<file path="src/logic/psc_pkg.sv">
package psc_pkg;

  // register indices on the plain register port
  localparam logic [2:0] ADDR_CLK_DIV    = 3'h0;
  localparam logic [2:0] ADDR_MOD_DIS_1  = 3'h1;
  localparam logic [2:0] ADDR_MOD_DIS_2  = 3'h2;
  localparam logic [2:0] ADDR_MOD_DIS_3  = 3'h3;
  localparam logic [2:0] ADDR_STATUS     = 3'h4;

  // clock divider register fields
  localparam int CLK_DIV_ROI_BIT    = 15;
  localparam int CLK_DIV_RATIO_HI   = 14;
  localparam int CLK_DIV_RATIO_LO   = 12;
  localparam int CLK_DIV_CPU_SLOW_ENABLE_BIT  = 11;
  localparam logic [15:0] CLK_DIV_MASK  = 16'hF800;
  localparam logic [15:0] CLK_DIV_RESET = 16'h0000;

  // implemented bits of the module disable registers
  localparam logic [15:0] MOD_DIS_1_MASK = 16'hF8FB;
  localparam logic [15:0] MOD_DIS_2_MASK = 16'hC30F;
  localparam logic [15:0] MOD_DIS_3_MASK = 16'h07C0;
  localparam logic [15:0] MOD_DIS_RESET  = 16'h0000;

  // wake-up delay range in cycles
  localparam logic [1:0] WAKE_MIN_CYC = 2'h2;
  localparam logic [1:0] WAKE_MAX_CYC = 2'h3;

  // power-save operand encodings
  localparam logic [1:0] PSAVE_NONE  = 2'h0;
  localparam logic [1:0] PSAVE_SLEEP = 2'h1;
  localparam logic [1:0] PSAVE_IDLE  = 2'h2;

  localparam int NUM_GATES = 48;

  typedef enum logic [3:0] {
    PSC_RUN   = 4'h1,
    PSC_SLEEP = 4'h2,
    PSC_IDLE  = 4'h4,
    PSC_WAKE  = 4'h8
  } psc_state_t;

  // core request group
  typedef struct packed {
    logic       psave_valid;
    logic [1:0] psave_mode;
    logic       irq_pending;
    logic       wdt_timeout;
    logic       wdt_enable;
    logic       fail_safe_clock_monitor_enable;
  } psc_core_in_t;

  // register port request group
  typedef struct packed {
    logic [2:0]  addr;
    logic [15:0] wdata;
    logic        wr;
    logic        rd;
  } psc_bus_t;

  // gating outputs
  typedef struct packed {
    logic                 cpu_clk_en;
    logic                 sys_clk_en;
    logic                 periph_clk_en;
    logic                 osc_run;
    logic                 low_power_rc_clock_run;
    logic                 fail_safe_clock_monitor_active;
    logic                 wdt_clear;
    logic                 cpu_resume;
    logic [NUM_GATES-1:0] module_enable;
  } psc_gate_t;

endpackage : psc_pkg

</file>
<file path="src/logic/psc_power_ctrl.sv">
`timescale 1ns/1ns
module psc_power_ctrl
  import psc_pkg::*;
#(
  parameter logic [NUM_GATES-1:0] PRESENT = {NUM_GATES{1'b1}}
)
(
  // clock and reset
  input  wire logic         clk,
  input  wire logic         reset_n,
  // core and watchdog signals
  input  wire psc_core_in_t core_in,
  // register port
  input  wire psc_bus_t     bus,
  output logic [15:0]       rdata,
  // clock gating outputs
  output psc_gate_t         gate
);

  // whole module state
  typedef struct packed {
    psc_state_t           st;
    logic [1:0]           wcnt;
    logic [15:0]          clock_divider_reg;
    logic [15:0]          dis1;
    logic [15:0]          dis2;
    logic [15:0]          dis3;
    logic [6:0]           doze_cnt;
    logic                 held_irq;
    logic [15:0]          rdata;
    psc_gate_t            gate;
  } psc_regs_t;

  psc_regs_t s_q;
  psc_regs_t s_d;

  logic                 doze_on;
  logic [6:0]           doze_top;
  logic                 doze_tick;
  logic                 wake;
  logic [NUM_GATES-1:0] dis_all;
  logic [15:0]          status;

  // doze divider terminal count from the ratio field
  always_comb
  begin
    doze_on   = s_q.clock_divider_reg[CLK_DIV_CPU_SLOW_ENABLE_BIT];
    doze_top  = 7'((8'h01 << s_q.clock_divider_reg[CLK_DIV_RATIO_HI:CLK_DIV_RATIO_LO]) - 8'h01);
    doze_tick = !doze_on || (s_q.doze_cnt == doze_top);
    wake      = core_in.irq_pending || core_in.wdt_timeout || s_q.held_irq;
    dis_all   = {s_q.dis3, s_q.dis2, s_q.dis1};
    status    = {12'h000, s_q.st};
  end

  // next state, registers and gating
  always_comb
  begin
    s_d = s_q;
    s_d.gate.wdt_clear  = 1'b0;
    s_d.gate.cpu_resume = 1'b0;
    s_d.doze_cnt = doze_tick ? 7'h00 : 7'(s_q.doze_cnt + 7'h01);
    // register writes
    if (bus.wr)
    begin
      case (bus.addr)
        ADDR_CLK_DIV:   s_d.clock_divider_reg = bus.wdata & CLK_DIV_MASK;
        ADDR_MOD_DIS_1: s_d.dis1   = bus.wdata & MOD_DIS_1_MASK;
        ADDR_MOD_DIS_2: s_d.dis2   = bus.wdata & MOD_DIS_2_MASK;
        ADDR_MOD_DIS_3: s_d.dis3   = bus.wdata & MOD_DIS_3_MASK;
        default: ;
      endcase
    end
    // recovery from doze on interrupt; hardware wins over a write
    if (core_in.irq_pending && s_q.clock_divider_reg[CLK_DIV_ROI_BIT])
    begin
      s_d.clock_divider_reg[CLK_DIV_CPU_SLOW_ENABLE_BIT] = 1'b0;
      s_d.doze_cnt = 7'h00;
    end
    // register reads, data one cycle later
    s_d.rdata = 16'h0000;
    if (bus.rd)
    begin
      case (bus.addr)
        ADDR_CLK_DIV:   s_d.rdata = s_q.clock_divider_reg;
        ADDR_MOD_DIS_1: s_d.rdata = s_q.dis1;
        ADDR_MOD_DIS_2: s_d.rdata = s_q.dis2;
        ADDR_MOD_DIS_3: s_d.rdata = s_q.dis3;
        ADDR_STATUS:    s_d.rdata = status;
        default:        s_d.rdata = 16'h0000;
      endcase
    end
    // power state machine
    case (s_q.st)
      PSC_RUN:
      begin
        if (core_in.psave_valid && core_in.psave_mode == PSAVE_SLEEP)
        begin
          s_d.st = PSC_SLEEP;
          s_d.gate.wdt_clear = core_in.wdt_enable;
          s_d.held_irq = core_in.irq_pending;
        end
        else if (core_in.psave_valid && core_in.psave_mode == PSAVE_IDLE)
        begin
          s_d.st = PSC_IDLE;
          s_d.gate.wdt_clear = 1'b1;
          s_d.held_irq = core_in.irq_pending;
        end
      end
      PSC_SLEEP, PSC_IDLE:
      begin
        s_d.held_irq = 1'b0;
        if (wake)
        begin
          s_d.st   = PSC_WAKE;
          s_d.wcnt = 2'h0;
        end
      end
      PSC_WAKE:
      begin
        s_d.wcnt = 2'(s_q.wcnt + 2'h1);
        if (s_q.wcnt + 2'h1 >= WAKE_MIN_CYC)
        begin
          s_d.st = PSC_RUN;
          s_d.gate.cpu_resume = 1'b1;
        end
      end
      default: s_d.st = PSC_RUN;
    endcase
    // clock gating from the next state
    s_d.gate.sys_clk_en    = (s_d.st != PSC_SLEEP);
    s_d.gate.osc_run       = (s_d.st != PSC_SLEEP);
    s_d.gate.periph_clk_en = (s_d.st != PSC_SLEEP);
    s_d.gate.fail_safe_clock_monitor_active   = (s_d.st != PSC_SLEEP) && core_in.fail_safe_clock_monitor_enable;
    s_d.gate.low_power_rc_clock_run      = core_in.wdt_enable ||
                             ((s_d.st != PSC_SLEEP) && core_in.fail_safe_clock_monitor_enable);
    s_d.gate.cpu_clk_en    = (s_d.st == PSC_RUN) && doze_tick;
    // module enables follow the disable bits one cycle later
    s_d.gate.module_enable = PRESENT & ~dis_all &
                             {NUM_GATES{s_d.st != PSC_SLEEP}};
  end

  // state register
  always_ff @(posedge clk or negedge reset_n)
  begin
    if (!reset_n)
    begin
      s_q <= '{st: PSC_RUN, wcnt: 2'h0, clock_divider_reg: CLK_DIV_RESET, dis1: MOD_DIS_RESET,
               dis2: MOD_DIS_RESET, dis3: MOD_DIS_RESET, doze_cnt: 7'h00, held_irq: 1'b0,
               rdata: 16'h0000,
               gate: '{cpu_clk_en: 1'b1, sys_clk_en: 1'b1, periph_clk_en: 1'b1,
                       osc_run: 1'b1, low_power_rc_clock_run: 1'b1, fail_safe_clock_monitor_active: 1'b0, wdt_clear: 1'b0,
                       cpu_resume: 1'b0, module_enable: {NUM_GATES{1'b1}}}};
    end
    else
    begin
      s_q <= s_d;
    end
  end

  // outputs straight from flip-flops
  assign rdata = s_q.rdata;
  assign gate  = s_q.gate;

endmodule : psc_power_ctrl

</file>
<file path="config.mk">
export PLATFORM = sky130hd
export DESIGN_NAME = psc_power_ctrl
export DESIGN_NICKNAME = d
export VERILOG_FILES = /design/src/logic/psc_pkg.sv /design/src/logic/psc_power_ctrl.sv
export SDC_FILE = /design/constraint.sdc
export NUM_CORES = 1
export LEC_CHECK = 0
export BUFFER_PORTS_ARGS = -buffer_cell sky130_fd_sc_hd__buf_2
export CAP_MARGIN = 0
export CORE_MARGIN = 10
export CORE_UTILIZATION = 53
export CTS_BUF_LIST = sky130_fd_sc_hd__clkbuf_16
export DETAILED_ROUTE_END_ITERATION = 7
export GPL_TIMING_DRIVEN = 0
export PLACE_DENSITY = 0.82
export SETUP_SLACK_MARGIN = 0.3
export SYNTH_ARGS = -nofsm -noshare
export SYNTH_HDL_FRONTEND = slang
export SYNTH_SLANG_ARGS = --single-unit
export TNS_END_PERCENT = 100
</file>
<file path="constraint.sdc">
create_clock -name clk -period 2.1 [get_ports clk]
set_clock_uncertainty 0.1 [all_clocks]
set_input_delay 0.105 -clock clk [delete_from_list [all_inputs] [get_ports clk]]
set_output_delay 0.105 -clock clk [all_outputs]
set_load 0.05 [all_outputs]
</file>
==> impl_metrics.py, run 1 <==
metrics = {
    "grt": {
        "grtUsageTotal_pct": 15.1,
        "grt_pass1_vias": 2916,
        "grt_max_degree": 72,
        "antenna_found_initial": 0,
        "overflow": 0,
        "grt_pass1_wl_um": 14200,
    },
    "critical_path": {
        "crit_required_ns": 2.19,
        "crit_path_max_incr_delay_ns": 0.37,
        "critPathKind": "reg2reg",
        "path_common_cell": "buf_6",
        "cpMaxStageDelayCell": "dfrtp_1",
        "end_kind": "flop",
        "start_kind": "flop",
        "cp_max_fo": 10,
        "cp.arrival_ns": 1.92,
        "critical_path.cell_chain": "buf_6, or2_0, a211oi_2, o22ai_2, o31ai_4, buf_6, nor3_1",
    },
    "clock_tree": {
        "cts_buffers": 9,
        "worstSkewPairLatency_ns": 0.33,
        "cts_tree": "yes",
        "clockBufferDepth": 2,
        "h-tree-depth": 3,
        "clk_pin_slew_ns": 0.06,
        "cts.sinks": 91,
        "root_buffer": "clkbuf_16",
    },
    "yosys": {
        "synthesis.nets": 392,
        "ys_seq_area_share_pct": 55.1,
        "synth-async-reset-ratio_pct": 100,
        "yosys-mux-area-fraction_pct": 10.4,
        "synth_ff_type": "dfrtp_1",
        "synth_area_um2": 4200,
        "synth_top_area_share_pct": 37.0,
        "synth_edf_count": 0,
        "yosys_warnings": 0,
        "synth-simple-area-share_pct": 12.2,
        "netlist_top_cells_area": "dfrtp_1 (37%), dfstp_2 (18%), buf_4 (13%)",
        "syn_inst": 361,
        "synth_xor_area_share_pct": 2.09,
        "ys_seq_elements": 91,
        "syn_avg_cell_area_um2": 11.6,
        "yosys.cell_types.count": 48,
        "synth_top_family_by_area": "buffers and inverters",
        "synth_fa_ha_area_share_pct": 0.298,
        "yosysTopAreaCell": "dfrtp_1",
        "synth_compound_area_share_pct": 4.95,
    },
    "pwr": {
        "power.density_nw_per_um2": 1020,
        "p_leak_nw": 2.62,
        "pwr-share-seq_pct": 41.6,
        "switching_share_pct": 33.3,
        "p_clk_share_pct": 27.9,
        "combPwrFrac_pct": 30.5,
        "power.switching_mw": 1.85,
        "p_total_mw": 5.58,
        "internal_power_mw": 3.72,
        "ir_worst_vdd_mv": 0.502,
    },
    "timing": {
        "max-slew-margin-rel_pct": 49.1,
        "worst_pin_slew_ns": 0.760,
        "drv_slew": 0,
        "setup_tns_ns": 0,
        "max_freq_ghz": 0.548,
        "setup_violations": 0,
        "worst_slack_ns": 0.274,
        "rsz0062_at_grt": "yes",
        "hold_violations": 0,
        "period_minus_slack_ns": 1.83,
        "post-route-period-util_pct": 87.0,
        "holdWs_ns": 0.0158,
    },
    "detailed_routing": {
        "firstDrtPassIters": 4,
        "postRouteAntennaNets": 0,
        "routedWlPerCell_um": 15.2,
        "detailroute.via_count": 2933,
        "wl_um": 9300,
        "via_per_inst": 4.80,
        "drc": 0,
        "first_iter_violations": 129,
    },
    "layout": {
        "final_cell_area_um2": 5490,
        "final_common_cell": "buf_2",
        "drive_gt1_share_pct": 55.2,
        "instances_no_fill": 611,
        "area_growth_pct": 30.9,
        "layout_common_cells": "buf_2 (103), buf_4 (85), dfrtp_1 (60)",
        "antenna_cells": 0,
        "nNetsFinal": 535,
        "final_core_util_pct": 71.1,
    },
    "die": {
        "io_pins": 102,
        "rows": 32,
        "fp.dieH_um": 109,
        "core-area_um2": 7730,
        "initial_core_util_pct": 54.3,
        "dieArea_um2": 11900,
        "fp.dieW_um": 109,
    },
    "status": {
        "status": "completed",
    },
    "min_path": {
        "worstHoldPathType": "in2reg",
    },
    "placement": {
        "gp_congestion": 0.843,
        "port_buffers": 100,
        "dp_slack_ns": 0.135,
        "place_inst": 564,
        "dp_hpwl_um": 6440,
        "post_dp_cell_area_um2": 4850,
    },
    "job": {
        "cap_violations": 0,
    },
}
synth_stat cells, types with 2 or more instances:
library cell	instances
buf_1	2
nor3_1	13
nand3_1	3
and3_1	4
dfrtp_1	62
a21oi_1	2
mux2i_1	10
nand2_1	12
xnor2_1	7
mux2_2	30
nor2_1	44
nor4b_1	3
nor2b_1	5
xor2_1	3
buf_2	6
and2_1	6
nand2b_1	3
o21ai_0	7
clkbuf_1	2
nor3b_1	2
a22oi_1	4
buf_4	72
dfstp_2	29
inv_1	6
path summary, 6_finish.rpt:
| path | start | endpoint | slack, ns | cells past startpoint |
|---|---|---|---|---|
| min | core_in[2] | s_q[149] | 0.02 | 3 |
| max in group asynchronous | reset_n | gate[38] | 1.14 | 3 |
| max reg2reg | s_q[141] | s_q[79] | 0.27 | 7 |
| min in group asynchronous | reset_n | gate[48] | 0.10 | 2 |
| min reg2reg | dis_all[4] | gate[4] | 0.31 | 1 |
| max | s_q[141] | s_q[79] | 0.27 | 7 |
critical path, delay by kind of cell, from the launching register on:
kind | cells | cell delay (ns)
simple gates | 2 | 0.28
flops | 1 | 0.37
buf+inv | 2 | 0.30
compound gates | 3 | 0.64
power groups by stage:
stage / Combinational [mW] / Sequential [mW] / Clock [mW]
after detailed placement: 1.58 / 2.34 / 0
after floorplan: 1.27 / 2.29 / 0
final: 1.70 / 2.32 / 1.56
after global placement: 1.54 / 2.32 / 0
after global routing: 1.81 / 2.35 / 1.66
after CTS: 1.63 / 2.31 / 1.58
area by class of cell:
class | instances | area, µm²
sequential | 91 | 2320
fill | 569 | 2240
multi-input combinational | 180 | 1300
timing repair buffer | 132 | 817
buffer | 84 | 614
clock buffer | 9 | 225
tap | 102 | 128
clock inverter | 7 | 66.3
inverter | 6 | 22.5
cells by family after synthesis:
family                   Yosys count
XOR/XNOR                          10
buffers and inverters             90
flip-flops                        91
AND/OR/NAND/NOR                  103
AO/OA/AOI/OAI                     26
adder cells (fa/ha/maj)            1
multiplexers                      40
metal layers:
layer / wire (µm) / GRT usage (%)
met1: 3790 / 17.0
met2: 4650 / 26.7
met3: 698 / 4.37
met4: 163 / 5.18
met5: 0 / 0
repair_timing:
item,in CTS,in global routing
resized for setup,3,16
endpoints found under the hold margin,104,0
endpoints found under the setup margin,28,62
pin swaps,1,5
hold buffers,20,0
setup buffers,3,8
sequential cells by signal, summed over array words and instances, names as in the netlist:
register,count
gate,31
rdata,16
doze_on,1
s_q,18
dis_all,25
(Power assumes the default switching activity.)
==> run 2, diff against run 1 <==
PLACE_DENSITY = 0.88   (was 0.82)
==> impl_metrics.py, run 2 (synthesized netlist as in run 1, its figures left out) <==
metrics = {
    "timing": {
        "max_freq_ghz": 0.551,
        "hold_violations": 0,
        "holdWs_ns": 0.0249,
        "drv_slew": 0,
        "setup_tns_ns": 0,
        "rsz0062_at_grt": "yes",
        "max-slew-margin-rel_pct": 52.0,
        "period_minus_slack_ns": 1.82,
        "post-route-period-util_pct": 86.5,
        "worst_pin_slew_ns": 0.718,
        "setup_violations": 0,
        "worst_slack_ns": 0.283,
    },
    "layout": {
        "largest_reg_flops": 31,
        "area_growth_pct": 31.2,
        "drive_gt1_share_pct": 54.9,
        "layout_common_cells": "buf_2 (102), buf_4 (77), dfrtp_1 (62)",
        "antenna_cells": 0,
        "final_core_util_pct": 71.2,
        "nNetsFinal": 531,
        "final_cell_area_um2": 5500,
        "instances_no_fill": 607,
        "final_common_cell": "buf_2",
    },
    "critical_path": {
        "crit_end": "gate[55]",
        "r2r-end": "gate[55]",
        "cp_max_fo": 8,
        "cpMaxStageDelayCell": "dfrtp_1",
        "worstReg2RegStart": "s_q[141]",
        "cp.arrival_ns": 1.99,
        "path_common_cell": "buf_6",
        "critical_path.cell_chain": "buf_6, or2_4, a211oi_4, o22ai_2, o31ai_4, buf_6, and2_1",
        "end_kind": "flop",
        "critPathKind": "reg2reg",
        "rr_worst_depth": 7,
        "cp_num_cells": 7,
        "startpoint": "s_q[141]",
        "cp_top_family": "compound AO/OA/AOI/OAI gates",
        "crit_path_max_incr_delay_ns": 0.38,
        "path_buf_inv": 2,
        "r2r_slack_ns": 0.28,
        "start_kind": "flop",
        "crit_required_ns": 2.27,
    },
    "detailed_routing": {
        "first_iter_violations": 172,
        "postRouteAntennaNets": 0,
        "via_per_inst": 5.02,
        "routedWlPerCell_um": 16.4,
        "wl_um": 9940,
        "firstDrtPassIters": 4,
        "drc": 0,
        "detailroute.via_count": 3049,
    },
    "placement": {
        "gp_congestion": 0.815,
        "dp_slack_ns": 0.143,
        "place_inst": 564,
        "dp_hpwl_um": 6660,
        "post_dp_cell_area_um2": 4850,
        "port_buffers": 100,
    },
    "pwr": {
        "p_total_mw": 5.55,
        "power.density_nw_per_um2": 1010,
        "p_leak_nw": 2.63,
        "ir_worst_vdd_mv": 0.581,
    },
    "clock_tree": {
        "cts_tree": "yes",
        "cts_buffers": 9,
        "worstSkewPairLatency_ns": 0.33,
        "h-tree-depth": 3,
        "cts.sinks": 91,
        "root_buffer": "clkbuf_16",
        "clockBufferDepth": 2,
        "clk_pin_slew_ns": 0.06,
    },
    "die": {
        "rows": 32,
        "fp.dieW_um": 109,
        "initial_core_util_pct": 54.3,
        "dieArea_um2": 11900,
        "core-area_um2": 7730,
        "io_pins": 102,
        "fp.dieH_um": 109,
    },
    "grt": {
        "antenna_found_initial": 0,
        "grt_max_degree": 63,
        "grt_pass1_vias": 3168,
        "overflow": 0,
        "grtUsageTotal_pct": 16.8,
        "grt_pass1_wl_um": 15700,
    },
    "min_path": {
        "worstHoldPathType": "in2reg",
    },
    "status": {
        "status": "completed",
    },
    "job": {
        "cap_violations": 0,
    },
}
-- run 2: how the worst min path moves through the flow --
stage	cells past startpoint	start	to	slack, ns
2_1_floorplan	0	reset_n	dis_all[0]	-0.29
3_3_place_gp	2	core_in[1]	gate[51]	0.22
3_5_place_dp	1	reset_n	gate[48]	-0.04
4_1_cts	3	core_in[6]	s_q[148]	0.006
5_1_grt	3	core_in[3]	s_q[149]	0.03
6_report	3	core_in[3]	s_q[149]	0.02
-- run 2: where the power goes --
part,leakage [nW],switching [mW],internal [mW]
combinational,1.37,1.04,0.664
sequential,1.10,0.192,2.13
clock,0.150,0.620,0.900
-- run 2: area by class of cell --
class,count,area [µm²]
inverters,6,22.5
well taps,102,128
clock inverters,7,55.1
fillers,511,2220
flip-flops and latches,91,2320
clock buffers,9,225
repair buffers,128,806
plain buffers,84,624
multi-input cells,180,1330
-- run 2: timing repair --
action / in CTS / in global routing
hold endpoints to repair: 94 / 1
endpoints found under the setup margin: 28 / 65
setup buffers: 4 / 2
pin swaps: 1 / 7
resized for setup: 8 / 21
hold buffers: 20 / 1
-- run 2: tightest hold or removal path, delay by kind of cell --
kind                   cells  cell delay (ns)
buffers and inverters      1             0.11
and+or+nand+nor            1             0.06
AOI/OAI and AO/OA          1             0.14
-- run 2: per-layer routing --
metal / vias to the layer above / global-route usage [%] / share of wire [%]
met5: - / 0 / 0
met4: 0 / 7.25 / 2.3
met3: 24 / 5.13 / 8.0
met2: 100 / 30.9 / 54
met1: 1506 / 17.1 / 36
li1: 1419 / - / -
